--- src/echp_pkg.sv ---
// constants for the homing and preset counter channel
//
// Contract
// count only while gating input shows material
// accumulator keeps summing until a preload
// preload edge loads the preload value
// two preset outputs switch on at on-point
// continuous mode cycles lower to upper limit
// on-point reached asserts that preset output
// off-point reached releases the preset output
// reference oscillator divided by programmable divider
// up pulses increment, down pulses decrement
// host sets home command before reference
// armed home loads home value on marker
// home located shown as status bit 4
// clearing home command clears home located
// three strobes capture accumulator and set flag
// each strobe picks rising or falling edge
// inputs synchronised, edge detected, one update
package echp_pkg;
  // ****************************************************
  // register byte offsets
  // ****************************************************
  localparam logic [7:0] OFF_CTRL    = 8'h00;
  localparam logic [7:0] OFF_STATUS  = 8'h04;
  localparam logic [7:0] OFF_EVENT   = 8'h08;
  localparam logic [7:0] OFF_MASK    = 8'h0C;
  localparam logic [7:0] OFF_PRELOAD = 8'h10;
  localparam logic [7:0] OFF_HOMEVAL = 8'h14;
  localparam logic [7:0] OFF_LOLIM   = 8'h18;
  localparam logic [7:0] OFF_HILIM   = 8'h1C;
  localparam logic [7:0] OFF_ON1     = 8'h20;
  localparam logic [7:0] OFF_OFF1    = 8'h24;
  localparam logic [7:0] OFF_ON2     = 8'h28;
  localparam logic [7:0] OFF_OFF2    = 8'h2C;
  localparam logic [7:0] OFF_DIV     = 8'h30;
  localparam logic [7:0] OFF_ACC     = 8'h34;
  localparam logic [7:0] OFF_STRB0   = 8'h38;
  localparam logic [7:0] OFF_STRB1   = 8'h3C;
  localparam logic [7:0] OFF_STRB2   = 8'h40;
  // ****************************************************
  // field positions
  // ****************************************************
  localparam int CTRL_OSC_BIT   = 0;
  localparam int CTRL_CONT_BIT  = 1;
  localparam int CTRL_EDGE_LSB  = 2;
  localparam int CTRL_HOME_BIT  = 14;
  localparam int STAT_HOME_BIT  = 4;
  localparam int EV_PRELOAD_BIT = 3;
  localparam int EV_HOME_BIT    = 4;
  localparam int NUM_STROBE     = 3;
  localparam int NUM_EVENT      = 5;
  // ****************************************************
  // reset values
  // ****************************************************
  localparam logic [31:0] RST_CTRL  = 32'h0000_0002;
  localparam logic [31:0] RST_LIM_H = 32'h0000_FFFF;
  localparam logic [31:0] RST_ZERO  = 32'h0000_0000;
  localparam logic [15:0] RST_DIV   = 16'h0042;
  // ****************************************************
  // timing
  // ****************************************************
  localparam longint CLK_HZ     = 200000000;
  localparam longint REF_OSC_HZ = 660000;
  localparam int     REF_PRE    = int'(CLK_HZ / REF_OSC_HZ);
  localparam logic [8:0] REF_PRE_MAX = 9'(REF_PRE - 1);
endpackage

--- src/echp_counter.sv ---
// counter channel with gating, presets, homing and strobes
`timescale 1ns/1ps
module echp_counter
(
  input  wire logic        pclk,
  input  wire logic        presetn,
  input  wire logic        psel,
  input  wire logic        penable,
  input  wire logic        pwrite,
  input  wire logic [7:0]  paddr,
  input  wire logic [31:0] pwdata,
  output logic [31:0]      prdata,
  output logic             pready,
  output logic             pslverr,
  input  wire logic        count_up,
  input  wire logic        count_down,
  input  wire logic        gate_in,
  input  wire logic        preload_in,
  input  wire logic [2:0]  strobe_in,
  input  wire logic        marker_in,
  input  wire logic        home_arm,
  output logic [1:0]       preset_out,
  output logic             irq
);
  // ****************************************************
  // input synchronisers
  // ****************************************************
  localparam int NSYNC = 9;
  logic [NSYNC-1:0] sync_a;
  logic [NSYNC-1:0] sync_b;
  logic [NSYNC-1:0] sync_c;
  wire  [NSYNC-1:0] raw_in = {home_arm, marker_in, strobe_in,
                              preload_in, gate_in, count_down,
                              count_up};

  // two flops then an edge stage
  always_ff @(posedge pclk or negedge presetn)
  begin
    if (!presetn)
    begin
      sync_a <= '0;
      sync_b <= '0;
      sync_c <= '0;
    end
    else
    begin
      sync_a <= raw_in;
      sync_b <= sync_a;
      sync_c <= sync_b;
    end
  end

  wire [NSYNC-1:0] rise = sync_b & ~sync_c;
  wire [NSYNC-1:0] fall = ~sync_b & sync_c;
  wire             gate_lvl = sync_b[2];
  wire             arm_lvl  = sync_b[8];
  wire             pl_edge  = rise[3];
  wire             mk_edge  = rise[7];

  // ****************************************************
  // registers
  // ****************************************************
  logic [31:0]                     ctrl;
  logic [echp_pkg::NUM_EVENT-1:0]  event_flags;
  logic [echp_pkg::NUM_EVENT-1:0]  mask;
  logic signed [31:0]              preload_val;
  logic signed [31:0]              home_val;
  logic signed [31:0]              lo_lim;
  logic signed [31:0]              hi_lim;
  logic signed [31:0]              on_pt [2];
  logic signed [31:0]              off_pt [2];
  logic [15:0]                     div_n;
  logic signed [31:0]              acc;
  logic signed [31:0]              strb [echp_pkg::NUM_STROBE];
  logic [echp_pkg::NUM_STROBE-1:0] strb_valid;
  logic                            home_found;

  wire osc_sel  = ctrl[echp_pkg::CTRL_OSC_BIT];
  wire cont     = ctrl[echp_pkg::CTRL_CONT_BIT];
  wire home_cmd = ctrl[echp_pkg::CTRL_HOME_BIT];
  wire [echp_pkg::NUM_STROBE-1:0] edge_sel =
    ctrl[echp_pkg::CTRL_EDGE_LSB +: echp_pkg::NUM_STROBE];

  function automatic logic hit(input logic [7:0] a,
                               input logic [7:0] off);
    hit = (a == off);
  endfunction

  // ****************************************************
  // apb decode
  // ****************************************************
  wire setup   = psel & ~penable;
  wire access  = psel & penable;
  wire wr_acc  = access & pwrite;
  wire rd_acc  = access & ~pwrite;
  wire ro_hit  = hit(paddr, echp_pkg::OFF_STATUS)
               | hit(paddr, echp_pkg::OFF_EVENT)
               | hit(paddr, echp_pkg::OFF_ACC)
               | hit(paddr, echp_pkg::OFF_STRB0)
               | hit(paddr, echp_pkg::OFF_STRB1)
               | hit(paddr, echp_pkg::OFF_STRB2);
  wire rw_hit  = (paddr[1:0] == 2'h0) && (paddr <= echp_pkg::OFF_DIV)
               && !ro_hit;
  wire mapped  = ro_hit | rw_hit;

  assign pready  = access;
  assign pslverr = access & (!mapped | (pwrite & ro_hit));

  logic [31:0] rd_mux;
  always_comb
  begin
    rd_mux = 32'h0000_0000;
    case (paddr)
      echp_pkg::OFF_CTRL:    rd_mux = ctrl;
      echp_pkg::OFF_STATUS:  rd_mux = {27'h0, home_found,
                                       1'b0, strb_valid};
      echp_pkg::OFF_EVENT:   rd_mux = {27'h0, event_flags};
      echp_pkg::OFF_MASK:    rd_mux = {27'h0, mask};
      echp_pkg::OFF_PRELOAD: rd_mux = preload_val;
      echp_pkg::OFF_HOMEVAL: rd_mux = home_val;
      echp_pkg::OFF_LOLIM:   rd_mux = lo_lim;
      echp_pkg::OFF_HILIM:   rd_mux = hi_lim;
      echp_pkg::OFF_ON1:     rd_mux = on_pt[0];
      echp_pkg::OFF_OFF1:    rd_mux = off_pt[0];
      echp_pkg::OFF_ON2:     rd_mux = on_pt[1];
      echp_pkg::OFF_OFF2:    rd_mux = off_pt[1];
      echp_pkg::OFF_DIV:     rd_mux = {16'h0, div_n};
      echp_pkg::OFF_ACC:     rd_mux = acc;
      echp_pkg::OFF_STRB0:   rd_mux = strb[0];
      echp_pkg::OFF_STRB1:   rd_mux = strb[1];
      echp_pkg::OFF_STRB2:   rd_mux = strb[2];
      default:               rd_mux = 32'h0000_0000;
    endcase
  end

  // read data latched in setup so it stands through access
  always_ff @(posedge pclk or negedge presetn)
  begin
    if (!presetn)
      prdata <= 32'h0000_0000;
    else if (setup && !pwrite)
      prdata <= rd_mux;
  end

  always_ff @(posedge pclk or negedge presetn)
  begin
    if (!presetn)
    begin
      ctrl        <= echp_pkg::RST_CTRL;
      mask        <= '0;
      preload_val <= echp_pkg::RST_ZERO;
      home_val    <= echp_pkg::RST_ZERO;
      lo_lim      <= echp_pkg::RST_ZERO;
      hi_lim      <= echp_pkg::RST_LIM_H;
      on_pt[0]    <= echp_pkg::RST_ZERO;
      on_pt[1]    <= echp_pkg::RST_ZERO;
      off_pt[0]   <= echp_pkg::RST_ZERO;
      off_pt[1]   <= echp_pkg::RST_ZERO;
      div_n       <= echp_pkg::RST_DIV;
    end
    else if (wr_acc)
    begin
      case (paddr)
        echp_pkg::OFF_CTRL:    ctrl <= pwdata;
        echp_pkg::OFF_MASK:    mask <= pwdata[echp_pkg::NUM_EVENT-1:0];
        echp_pkg::OFF_PRELOAD: preload_val <= pwdata;
        echp_pkg::OFF_HOMEVAL: home_val <= pwdata;
        echp_pkg::OFF_LOLIM:   lo_lim <= pwdata;
        echp_pkg::OFF_HILIM:   hi_lim <= pwdata;
        echp_pkg::OFF_ON1:     on_pt[0] <= pwdata;
        echp_pkg::OFF_OFF1:    off_pt[0] <= pwdata;
        echp_pkg::OFF_ON2:     on_pt[1] <= pwdata;
        echp_pkg::OFF_OFF2:    off_pt[1] <= pwdata;
        echp_pkg::OFF_DIV:     div_n <= pwdata[15:0];
        default:               ;
      endcase
    end
  end

  // ****************************************************
  // reference oscillator
  // ****************************************************
  logic [8:0]  pre_cnt;
  logic [15:0] div_cnt;
  logic        osc_tick;
  wire         pre_tick = (pre_cnt == echp_pkg::REF_PRE_MAX);

  // prescale to reference, then divide by n
  always_ff @(posedge pclk or negedge presetn)
  begin
    if (!presetn)
    begin
      pre_cnt  <= 9'h000;
      div_cnt  <= 16'h0000;
      osc_tick <= 1'b0;
    end
    else
    begin
      pre_cnt  <= pre_tick ? 9'h000 : 9'(pre_cnt + 9'h001);
      osc_tick <= 1'b0;
      if (pre_tick)
      begin
        if (div_cnt + 16'h0001 >= div_n)
        begin
          div_cnt  <= 16'h0000;
          osc_tick <= 1'b1;
        end
        else
          div_cnt <= 16'(div_cnt + 16'h0001);
      end
    end
  end

  // ****************************************************
  // accumulator
  // ****************************************************
  // gating input passes counts only with material
  wire up_ev = gate_lvl & (osc_sel ? osc_tick : rise[0]);
  wire dn_ev = gate_lvl & rise[1];
  // armed homing acts on the marker edge
  wire home_hit = home_cmd & arm_lvl & mk_edge & ~home_found;

  logic signed [31:0] next_acc;
  // single update per clock, preload first
  always_comb
  begin
    next_acc = acc;
    // preload edge loads preload value
    if (pl_edge)
      next_acc = preload_val;
    else if (home_hit)
      next_acc = home_val;
    // up increments, down decrements
    else if (up_ev && !dn_ev)
    begin
      // wrap upper limit back to lower
      if (acc == hi_lim)
        next_acc = cont ? lo_lim : acc;
      else
        next_acc = acc + 32'sh1;
    end
    else if (dn_ev && !up_ev)
    begin
      if (acc == lo_lim)
        next_acc = cont ? hi_lim : acc;
      else
        next_acc = acc - 32'sh1;
    end
  end

  // holds its sum between gating intervals
  always_ff @(posedge pclk or negedge presetn)
  begin
    if (!presetn)
      acc <= echp_pkg::RST_ZERO;
    else
      acc <= next_acc;
  end

  // ****************************************************
  // preset outputs
  // ****************************************************
  genvar gp;
  generate
    for (gp = 0; gp < 2; gp++)
    begin : g_preset
      // on-point sets, off-point clears
      always_ff @(posedge pclk or negedge presetn)
      begin
        if (!presetn)
          preset_out[gp] <= 1'b0;
        else if (acc == off_pt[gp])
          preset_out[gp] <= 1'b0;
        else if (acc == on_pt[gp])
          preset_out[gp] <= 1'b1;
      end
    end
  endgenerate

  // ****************************************************
  // strobes
  // ****************************************************
  logic [echp_pkg::NUM_STROBE-1:0] strb_ev;
  genvar gs;
  generate
    for (gs = 0; gs < echp_pkg::NUM_STROBE; gs++)
    begin : g_strobe
      // per-strobe edge choice
      assign strb_ev[gs] = edge_sel[gs] ? fall[4+gs] : rise[4+gs];
      wire rd_me = rd_acc &&
        (paddr == 8'(echp_pkg::OFF_STRB0 + 8'(4*gs)));
      // capture and flag, set beats read clear
      always_ff @(posedge pclk or negedge presetn)
      begin
        if (!presetn)
        begin
          strb[gs]       <= echp_pkg::RST_ZERO;
          strb_valid[gs] <= 1'b0;
        end
        else if (strb_ev[gs])
        begin
          strb[gs]       <= acc;
          strb_valid[gs] <= 1'b1;
        end
        else if (rd_me)
          strb_valid[gs] <= 1'b0;
      end
    end
  endgenerate

  // ****************************************************
  // homing status
  // ****************************************************
  // found after load, dropped with command
  always_ff @(posedge pclk or negedge presetn)
  begin
    if (!presetn)
      home_found <= 1'b0;
    else if (!home_cmd)
      home_found <= 1'b0;
    else if (home_hit)
      home_found <= 1'b1;
  end

  // ****************************************************
  // events and interrupt
  // ****************************************************
  wire [echp_pkg::NUM_EVENT-1:0] ev_set = {home_hit, pl_edge, strb_ev};
  wire ev_rd = rd_acc & hit(paddr, echp_pkg::OFF_EVENT);

  // read clears, but a same-cycle event survives
  always_ff @(posedge pclk or negedge presetn)
  begin
    if (!presetn)
      event_flags <= '0;
    else
      event_flags <= (ev_rd ? '0 : event_flags) | ev_set;
  end
  assign irq = |(event_flags & mask);
endmodule

--- config.mk ---
export PLATFORM = sky130hd
export DESIGN_NAME = echp_counter
export DESIGN_NICKNAME = d
export VERILOG_FILES = /design/src/echp_pkg.sv /design/src/echp_counter.sv
export SDC_FILE = /design/constraint.sdc
export NUM_CORES = 1
export LEC_CHECK = 0
export BUFFER_PORTS_ARGS = -buffer_cell sky130_fd_sc_hd__buf_2
export CAP_MARGIN = 20
export CORE_ASPECT_RATIO = 1.4
export CORE_MARGIN = 1.5
export CORE_UTILIZATION = 40
export CTS_CLUSTER_DIAMETER = 200
export CTS_CLUSTER_SIZE = 40
export DETAILED_ROUTE_END_ITERATION = 6
export SLEW_MARGIN = 0
export SYNTH_ARGS = -nofsm -noshare
export SYNTH_HDL_FRONTEND = slang
export SYNTH_SLANG_ARGS = --single-unit
--- constraint.sdc ---
create_clock -name pclk -period 9.05 [get_ports pclk]
set_input_delay 1.81 -clock pclk [delete_from_list [all_inputs] [get_ports pclk]]
set_output_delay 1.81 -clock pclk [all_outputs]
set_load 0.03 [all_outputs]
# == Yosys cells after proc, flatten, opt, wreduce, memory -nomap -nowiden ==
# Cells that the tools add are included.
# word_totals
wordCells,153
output_inout_bits,37
mem_bits_rw,0
mem_count,0
latch_bits,0
inputBits,54
mem_bits_ro,0
reg_bits,532
# op_classes
multipliers,0
mux,30
bitwise,28
addsub,4
n_shift,0
eq_ne,26
reduce_logical,34
div_mod_pow,0
n_lt_le_gt_ge,2
# op_table
cell,n
$pmux 32 s17,1
$mux 32,8
$eq 32x32->1,6
$eq 8x6->1 const B,8
$add 32x2->32 const B,1
$eq 8x5->1 const B,4
$sub 32x2->32 const B,1
$reduce_and 2->1,11
$mux 1,18
$add 16x1->16 const B,1
$eq 8x4->1 const B,2
$ge 16x16->1,1
$mux 16,1
$and 1x1->1,12
$ne 5x5->1 const B,2
$reduce_bool 2->1,5
$add 9x1->9 const B,1
$eq 9x9->1 const B,1
$mux 9,1
$and 8x8->8,1
$eq 8x3->1 const B,1
$eq 8x7->1 const B,1
$le 8x6->1 const B,1
$logic_and 1x1->1,8
other kinds (15),27

# == Depth between registers and ports, before layout ==
# Gate-level depths: netlist of the first run.
# logic_depth
ltp_word,12
depth_mapped,14
mapped_depth_nobuf,12

# == Worst setup path after synthesis of the first run ==
# Ideal clock, no wire load.
# synth_timing
path_kind,input-to-output
startpoint,input port paddr[1]
endpoint,output port pslverr
slack_ps,3770
t_arrival_ps,3470
path_stages,6
path_cell_list,or4_1 -> clkbuf_1 -> nor4_4 -> or2_2 -> mux2i_1 -> nor2_1
# synth_via
elab_chain_len,12
# synth_lines
element,line,rtl
"start, declared",echp_counter.sv:10,"input wire logic [7:0] paddr,"
$eq 8x3->1 or $eq 8x4->1 (tied branches),echp_counter.sv:86,hit = (a == off);
$or 1x1->1,echp_counter.sv:97,"| hit(paddr, echp_pkg::OFF_EVENT)"
$or 1x1->1,echp_counter.sv:98,"| hit(paddr, echp_pkg::OFF_ACC)"
$or 1x1->1,echp_counter.sv:99,"| hit(paddr, echp_pkg::OFF_STRB0)"
$or 1x1->1,echp_counter.sv:100,"| hit(paddr, echp_pkg::OFF_STRB1)"
$or 1x1->1,echp_counter.sv:101,"| hit(paddr, echp_pkg::OFF_STRB2);"
$logic_not 1->1,echp_counter.sv:103,&& !ro_hit;
$logic_and 1x1->1,echp_counter.sv:103,
$or 1x1->1,echp_counter.sv:104,wire mapped = ro_hit | rw_hit;
$logic_not 1->1,echp_counter.sv:107,assign pslverr = access & (!mapped | (pwrite & ro_hit));
$or 1x1->1 (*),echp_counter.sv:107,
$and 1x1->1 (*),echp_counter.sv:107,
"end, declared",echp_counter.sv:14,"output logic pslverr,"
# Every way passes the cells marked *; elsewhere a longest branch is shown, timed or not.

# == Final worst setup path of the first run ==
# Ends and elaborated chain as after synthesis.

==> results.cfg, run 1 <==
[status]
status = completed

[critical_path]
slowest_delay_ps = 750
crit_buf_inv = 3
arrival_ps = 4250
r2r-start = acc[2]
cp_max_fo = 34
cp-end-kind = output pin
rr_worst_depth = 8
crit_slowest_cell = or4_1
cp-start-kind = input pin
required_ps = 7240
critPathKind = in2out
r2r_setup_slack_ps = 4430
rr_endpoint = acc[14]
cp_cell_sequence = buf_2 > or4_1 > nor4_4 > buf_4 > or2_2 > mux2i_1 > nor2_1 > buf_2
cp_top_family = simple AND/OR/NAND/NOR gates
path_common_cell = buf_2

[drt]
first_pass_iters = 7
num_vias = 21900
routed_wl_mm = 111
ant_nets = 0
drt_iter0_drc = 2750
route.detailed.drc = 0
viasPerCell = 6.46
wire_per_inst_um = 32.7

[sta]
fin_crit_sh_pct = 67.0
final_hold_viol_count = 0
period_minus_slack_ps = 6060
slew_headroom_pct = 19.1
rsz0062_at_grt = no
fin_skew_ps = 55.0
finalSetupViolations = 0
tns_ps = 0
slew_viol_final = 0
fmax_mhz = 165
tightest_slew_ps = 1200

[clock_tree]
clkSlewWorstSetupHoldPaths_ps = 140
cts_sinks = 531
cts_setup_buffers = 0
tritoncts = built
clk_path_buf_depth = 3
root_buffer = clkbuf_16
ctsResizeCount = 0
worst_skew_pair.late_latency_ps = 620
ctsHoldBuffers = 0
ctsHtreeMaxLevel = 1
numCtsBuffers = 17

[synthesis]
syn_nets = 2568
syn_area_um2 = 28100
seq_area_frac_synth_pct = 47.4
yosys_warnings = 0
ys_ff_latch = 531
netlist_instances = 2492
ys_types = 84
synthArstFlopShare_pct = 100
synth.largest_area_cell = dfrtp_1
synth.top_cell.area_share_pct = 45.6
avgSynthCellArea_um2 = 11.3
synth_edf_count = 0
synth.area.top_cells = dfrtp_1 (46%), mux2_2 (16%), xnor2_1 (6.4%)
synth_ff_type = dfrtp_1

[power_and_ir_drop]
peakVddDrop_mv = 0.145
power_density_nw_per_um2 = 158
leakage_nw = 13.1
total_power_mw = 4.73

[place]
dpl_cell_area_um2 = 29400
port_buffers = 90
hpwl_mm = 75.6
gp_congestion = 1.00
dpl.cell_count = 3357

[finish]
fin_area_um2 = 29900
fin_cells = 3389
final_layout_size_suffix_gt1_share_pct = 26.9
nNetsFinal = 2526
antenna_cells = 0
syn2layout_area_growth_pct = 6.42
final_util_pct = 43.1

[die]
ioPinCount = 91
die-height_um = 317
die_x_um = 227
core.rowCount = 114
initial_utilization_pct = 40.5
die-area_um2 = 71900
coreArea_um2 = 69300

[min_path]
hold_start = sync_a[7]
hold_class = reg2reg
hold_end = sync_b[7]
worstHoldPathCells = 0

[global_routing]
antenna_found_initial = 3
grt_max_degree = 175
first_global_vias = 22200
grt_use_total_pct = 30.8
grt_pass1_wl_mm = 160
grt-ovfl-total = 0

[flow_run]
drv_cap = 0
[worst register-to-register path: stages (launching register included)]
cell	delay, ps
dfrtp_1	940
xor2_1	350
nor4_1	740
and4_1	790
nand2_1	490
buf_4	400
mux2_2	330
a211oi_2	330
o31ai_1	120
[registers in the layout, summed over array words and instances, names as in the netlist, 32 cells and up]
signal / count
hi_lim: 32
home_val: 32
on_pt: 64
acc: 32
prdata: 32
lo_lim: 32
ctrl: 32
strb: 96
preload_val: 32
off_pt: 64
[Yosys cell counts, types with 7 or more instances]
library cell  number
mux2i_1           10
a31oi_1           15
and2_1             8
xnor2_1          204
clkbuf_1          81
buf_2             61
o21ai_1            7
a211oi_1          16
o31ai_1           17
nand4_1           80
mux2_2           405
nor3_1            29
a21o_1            24
or4_1              9
nand2_1          143
and4_1            12
dfstp_2           19
a221oi_1          27
buf_1             53
a21oi_1           30
xor2_1            53
or3_1             10
inv_1             27
ha_1              22
nand3_1           51
a2bb2oi_1         10
buf_4             12
a222oi_1          46
nor2_1            95
a22o_1            14
and3_1            22
o211ai_1          28
nor4_1            27
o21ai_0           61
dfrtp_1          512
nor2b_1            8
nand2b_1          12
a22oi_1          121
[cell usage in the layout (no fill, tap or decap), types with 14 or more instances in the layout]
cell type  count
a21o_1        24
ha_1          22
dfrtp_1      512
a31oi_1       15
nand2_1      134
a22o_1        14
buf_2         90
clkbuf_16     17
o31ai_1       17
nor2_1        84
inv_1         27
xnor2_1      204
xor2_1        53
and3_1        22
a21oi_1       30
a221oi_1      27
nand4_1       80
mux2_2       405
a222oi_1      46
nand3_1       51
a22oi_1      121
buf_4         57
nor4_1        26
nor3_1        29
a211oi_1      16
dfstp_2       19
o21ai_0       61
o211ai_1      28
[kinds of logic after synthesis]
kind of cell / Yosys count / share of synthesized area (%)
buf+inv: 240 / 3.74
simple gates: 552 / 10.5
mux: 416 / 16.6
xor+xnor: 257 / 8.01
fa+ha+maj: 22 / 0.980
flops: 531 / 47.4
compound gates: 474 / 12.7
[worst max-delay path by stage]
stage	depth (start not counted)	start	slack, ps	endpoint
after floorplan	6	paddr[1]	3770	pslverr
after global placement	8	paddr[1]	3030	pslverr
after detailed placement	8	paddr[1]	3020	pslverr
after CTS	8	paddr[1]	3020	pslverr
after global routing	8	paddr[1]	2950	pslverr
final	8	paddr[1]	2990	pslverr
[power breakdown]
| part | total [mW] | internal [mW] | leakage [nW] | switching (mW) |
|---|---|---|---|---|
| logic | 0.898 | 0.334 | 5.75 | 0.564 |
| clock network | 1.13 | 0.371 | 0.238 | 0.764 |
| registers | 2.70 | 2.51 | 7.09 | 0.192 |
| total | 4.73 | 3.21 | 13.1 | 1.52 |
[final cells by class]
class,instances,area [µm²]
clock inverter,2,38.8
inverter,29,109
multi-input combinational,1721,13900
tap,928,1160
fill,6669,39400
timing repair buffer,150,933
sequential,531,13300
clock buffer,28,467
[routing by layer]
layer  wire length (µm)  GRT usage [%]  vias up
li1                   -              -     9104
met1              41700           37.4    11400
met2              54300           52.6     1085
met3               7610           4.35      279
met4               7190           17.2        4
met5                 23              0        -
[per-stage QoR]
stage	setup WS (ps)	hold slack [ps]
floorplan	3770	331
global route	2950	328
CTS	3020	319
detailed placement	3020	336
finish	2990	316
global placement	3030	334
(Power assumes the default switching activity.)
==> run 2, diff against run 1 <==
- clock period: 9.05 -> 5.4 ns (I/O delays scaled with it)
==> results.cfg, run 2 (synthesis results as in run 1) <==
[status]
status = complete, but fails checks
violations = DRC

[die]
ioPinCount = 91
die-height_um = 317
core.rowCount = 114
coreArea_um2 = 69300
die_x_um = 227
die-area_um2 = 71900
initial_utilization_pct = 40.5

[sta]
fin_skew_ps = 56.0
whs_ps = 340
fin_crit_sh_pct = 80.4
slew_viol_final = 0
final_hold_viol_count = 0
fmax_mhz = 230
tightest_slew_ps = 1200
finalSetupViolations = 0
slew_headroom_pct = 19.5
tns_ps = 0
rsz0062_at_grt = no
period_minus_slack_ps = 4340

[global_routing]
grt_use_total_pct = 31.7
grt_pass1_wl_mm = 164
antenna_found_initial = 9
grt_max_degree = 116
first_global_vias = 22500
grt-ovfl-total = 0

[critical_path]
required_ps = 5910
critPathKind = reg2reg
arrival_ps = 4850
cp_max_fo = 18
cp-end-kind = flop
cp-start-kind = flop

[clock_tree]
clk_path_buf_depth = 3
worst_skew_pair.late_latency_ps = 610
ctsHoldBuffers = 0
cts_sinks = 531
numCtsBuffers = 17
ctsHtreeMaxLevel = 1
clkSlewWorstSetupHoldPaths_ps = 160
cts_setup_buffers = 0
root_buffer = clkbuf_16
tritoncts = built
ctsResizeCount = 0

[power_and_ir_drop]
total_power_mw = 7.96
peakVddDrop_mv = 0.232
leakage_nw = 13.2
power_density_nw_per_um2 = 264

[finish]
num-fill-cells = 6607
fin_area_um2 = 30100
largestRegisters = strb: 96 flops, off_pt: 64 flops, on_pt: 64 flops
final_cell_mix = dfrtp_1 (512), mux2_2 (405), xnor2_1 (204)
syn2layout_area_growth_pct = 7.25
nNetsFinal = 2549
largest_register = strb
largest_reg_flops = 96
final_layout_size_suffix_gt1_share_pct = 27.5
layout_commonest_cell = dfrtp_1
final_util_pct = 43.5

[drt]
route.detailed.drc = 14
num_vias = 22300
drt_iter0_drc = 3031
wire_per_inst_um = 33.3
routed_wl_mm = 114
viasPerCell = 6.52
first_pass_iters = 7
ant_nets = 0

[place]
gp_congestion = 1.03
port_buffers = 90
hpwl_mm = 80.1
dpl_cell_area_um2 = 29600

[flow_run]
drv_cap = 0

[min_path]
hold_class = reg2reg
run 2: cell count changes in the layout (fill, tap and decap cells not counted):
cell      previous run  this run
buf_16               0         1
buf_4               57        78
buf_2               90        89
clkbuf_1            11        10
diode_2              0         6
buf_12               2         4
run 2: path summary, 6_finish.rpt:
check	start	end	slack [ps]	cells after the start
max in group asynchronous	presetn	hi_lim[0]	3660	2
min	sync_b[0]	sync_c[0]	340	0
max reg2reg	acc[3]	acc[6]	1060	8
max	acc[3]	acc[6]	1060	8
min reg2reg	sync_b[0]	sync_c[0]	340	0
min in group asynchronous	presetn	div_n[7]	520	1
run 2: per-stage QoR:
step	std cells	setup WS, ps
after floorplan	2492	1580
after global placement	3379	1310
after detailed placement	3380	1280
after CTS	3409	1230
after global routing	3412	1090
final	3417	1060
run 2: layout make-up:
class | count | area, µm² | share of cell area [%]
Inverter | 29 | 109 | 0.361
Clock buffer | 27 | 463 | 1.54
Timing Repair Buffer | 173 | 1150 | 3.83
Tap cell | 928 | 1160 | 3.85
Antenna cell | 6 | 15.0 | 0.0498
Sequential cell | 531 | 13300 | 44.2
Multi-Input combinational cell | 1721 | 13900 | 46.1
Clock inverter | 2 | 38.8 | 0.129
run 2: metal layers:
layer / part of all wire, % / up-vias / global-route usage, %
met1: 36 / 11500 / 37.8
met3: 8.0 / 341 / 5.37
met5: 0.019 / - / 0
met4: 7.8 / 4 / 21.4
met2: 48 / 1262 / 52.4
li1: - / 9173 / -
run 2: worst max-delay path, stage by stage (launching register included):
cell and delay [ps]:
dfrtp_1 930, xor2_1 170, nor4_1 680, and4_1 770, nand2_1 660, buf_4 440
mux2i_1 150, o211a_1 220, o31ai_1 210
run 2: power by group:
part	switching [mW]	total, mW	internal (mW)
clock network	1.26	1.88	0.619
registers	0.283	4.48	4.20
logic	1.02	1.59	0.578
==> run 3, diff against run 2 <==
- ABC_AREA: default -> 1
- clock period: 5.4 -> 4.1 ns (I/O delays scaled with it)
==> results.cfg, run 3 <==
[global_routing]
grt-ovfl-total = 0
grt_pass1_wl_mm = 192
grt_use_total_pct = 35.9
first_global_vias = 26800
grt_max_degree = 83
antenna_found_initial = 6

[drt]
drt_iter0_drc = 3151
wire_per_inst_um = 27.4
num_vias = 27900
first_pass_iters = 6
route.detailed.drc = 0
ant_nets = 0
routed_wl_mm = 135
viasPerCell = 5.68

[critical_path]
path_common_cell = nand3_1
cp.depth = 19
cp-start-kind = flop
cp_max_fo = 16
rr_endpoint = div_cnt[14]
r2r-start = div_cnt[0]
required_ps = 4570
slowest_delay_ps = 430
critPathKind = reg2reg
rr_worst_depth = 19
cp_cell_sequence = ha_1 > nand2_1 > nor2_1 > nand4_1 > nor2_1 > nand4_1 > nor2_1 > nand2_1 > xor2_1 > ha_1 > nand2_1 > inv_1 > nand3_1 > nor3_1 > nand3_1 > nand3_1 > inv_1 > nand3_1 > o21ai_0
arrival_ps = 3730
cp_top_family = simple AND/OR/NAND/NOR gates
crit_buf_inv = 2
crit_slowest_cell = dfrtp_1
r2r_setup_slack_ps = 840
cp-end-kind = flop

[place]
gp_congestion = 1.09
hpwl_mm = 102
port_buffers = 90
post-place-ws_ps = 853
dpl_cell_area_um2 = 31100
dpl.cell_count = 4887

[die]
ioPinCount = 91
core.rowCount = 117
die-area_um2 = 74900
die-height_um = 323
initial_utilization_pct = 40.3
die_x_um = 232
coreArea_um2 = 72600

[power_and_ir_drop]
power_density_nw_per_um2 = 358
total_power_mw = 11.3
peakVddDrop_mv = 0.390
leakage_nw = 14.7

[finish]
largestRegisters = strb: 96 flops, off_pt: 64 flops, on_pt: 64 flops
largest_reg_flops = 96
final_util_pct = 43.5
final_layout_size_suffix_gt1_share_pct = 8.25
nNetsFinal = 4030
fin_cells = 4918
largest_register = strb
final_cell_mix = nand2_1 (1211), dfrtp_1 (512), o21ai_0 (493)
syn2layout_area_growth_pct = 7.87
num-fill-cells = 7724
layout_commonest_cell = nand2_1
fin_area_um2 = 31600

[clock_tree]
worst_skew_pair.late_latency_ps = 640
cts_sinks = 531
tritoncts = built
cts_setup_buffers = 0
ctsHoldBuffers = 0
ctsHtreeMaxLevel = 1
root_buffer = clkbuf_16
numCtsBuffers = 17
clkSlewWorstSetupHoldPaths_ps = 170
ctsResizeCount = 0
clk_path_buf_depth = 3

[sta]
fin_ws_ps = 836
slew_viol_final = 0
tns_ps = 0
fmax_mhz = 306
tightest_slew_ps = 965
finalSetupViolations = 0
period_minus_slack_ps = 3260
fin_skew_ps = 64.7
final_hold_viol_count = 0
slew_headroom_pct = 35.4
fin_crit_sh_pct = 79.6
whs_ps = 202
rsz0062_at_grt = no

[synthesis]
ys_ff_latch = 531
seq_area_frac_synth_pct = 45.4
synth_edf_count = 0
syn_nets = 4014
yosys_warnings = 0
synth.largest_area_cell = dfrtp_1
yosys-top-cells-count = nand2_1 (1221), dfrtp_1 (512), o21ai_0 (493)
synth.top_cell.area_share_pct = 43.7
synth_ff_type = dfrtp_1
avgSynthCellArea_um2 = 7.44
ys_types = 52
synth.area.top_cells = dfrtp_1 (44%), nand2_1 (16%), o21ai_0 (8.4%)
syn_area_um2 = 29300
netlist_instances = 3938
yosysMostFrequentCell = nand2_1
synthArstFlopShare_pct = 100

[status]
status = completed

[min_path]
hold_class = in2async

[flow_run]
drv_cap = 0
==> run 3: cell count changes after synthesis, sizes merged, moves of 50 or more <==
cell    change
nand2    +1081
o21ai     +427
inv       +416
mux2      -406
nor2      +175
nand3     +141
xnor2     -121
a22oi     -106
o22ai      +71
buf        -55
clkbuf     +50
==> run 3: worst reg2reg max path, delay by kind of cell (launching register included) <==
kind	cells	cell delay [ps]
xor+xnor	1	160
buf+inv	2	310
simple gates	13	1640
compound gates	1	100
flops	1	430
fa+ha+maj	2	480
==> run 3: metal layers <==
metal  track usage (%)  up-vias  share of wire (%)
met4              26.4        6                8.8
met1              41.8    13500                 37
met2              60.3     1336                 48
met3              4.84      387                6.7
li1                  -    12700                  -
met5                 0        -              0.027
==> run 3: worst max path at each step <==
stage / start / end / slack, ps
2_1_floorplan: paddr[1] / pslverr / 840
3_3_place_gp: paddr[1] / pslverr / 930
3_5_place_dp: div_cnt[0] / div_cnt[14] / 850
4_1_cts: div_cnt[0] / div_cnt[14] / 810
5_1_grt: div_cnt[0] / div_cnt[14] / 380
6_report: div_cnt[0] / div_cnt[14] / 840
==> run 3: final cells by class <==
type                    instances  area (µm²)  share of cell area, %
multi-input cells            2755       13400                   42.5
flip-flops and latches        531       13300                   42.1
inverters                     446        1670                   5.30
repair buffers                203        1480                   4.70
well taps                     952        1190                   3.77
clock buffers                  27         463                   1.46
clock inverters                 2        38.8                  0.123
diodes                          2        5.00                 0.0158
==> run 3: power breakdown <==
part | total, mW | leakage [nW] | internal (mW) | switching [mW]
Clock | 2.55 | 0.237 | 0.814 | 1.74
Combinational | 2.91 | 7.36 | 0.822 | 2.09
Sequential | 5.85 | 7.12 | 5.52 | 0.336
==> run 3: logic make-up after synthesis <==
kind of cell	share of synthesized area [%]
AO/OA/AOI/OAI	14.1
XOR/XNOR	4.78
adder cells (fa/ha/maj)	0.940
AND/OR/NAND/NOR	25.8
flip-flops	45.4
buffers and inverters	8.88
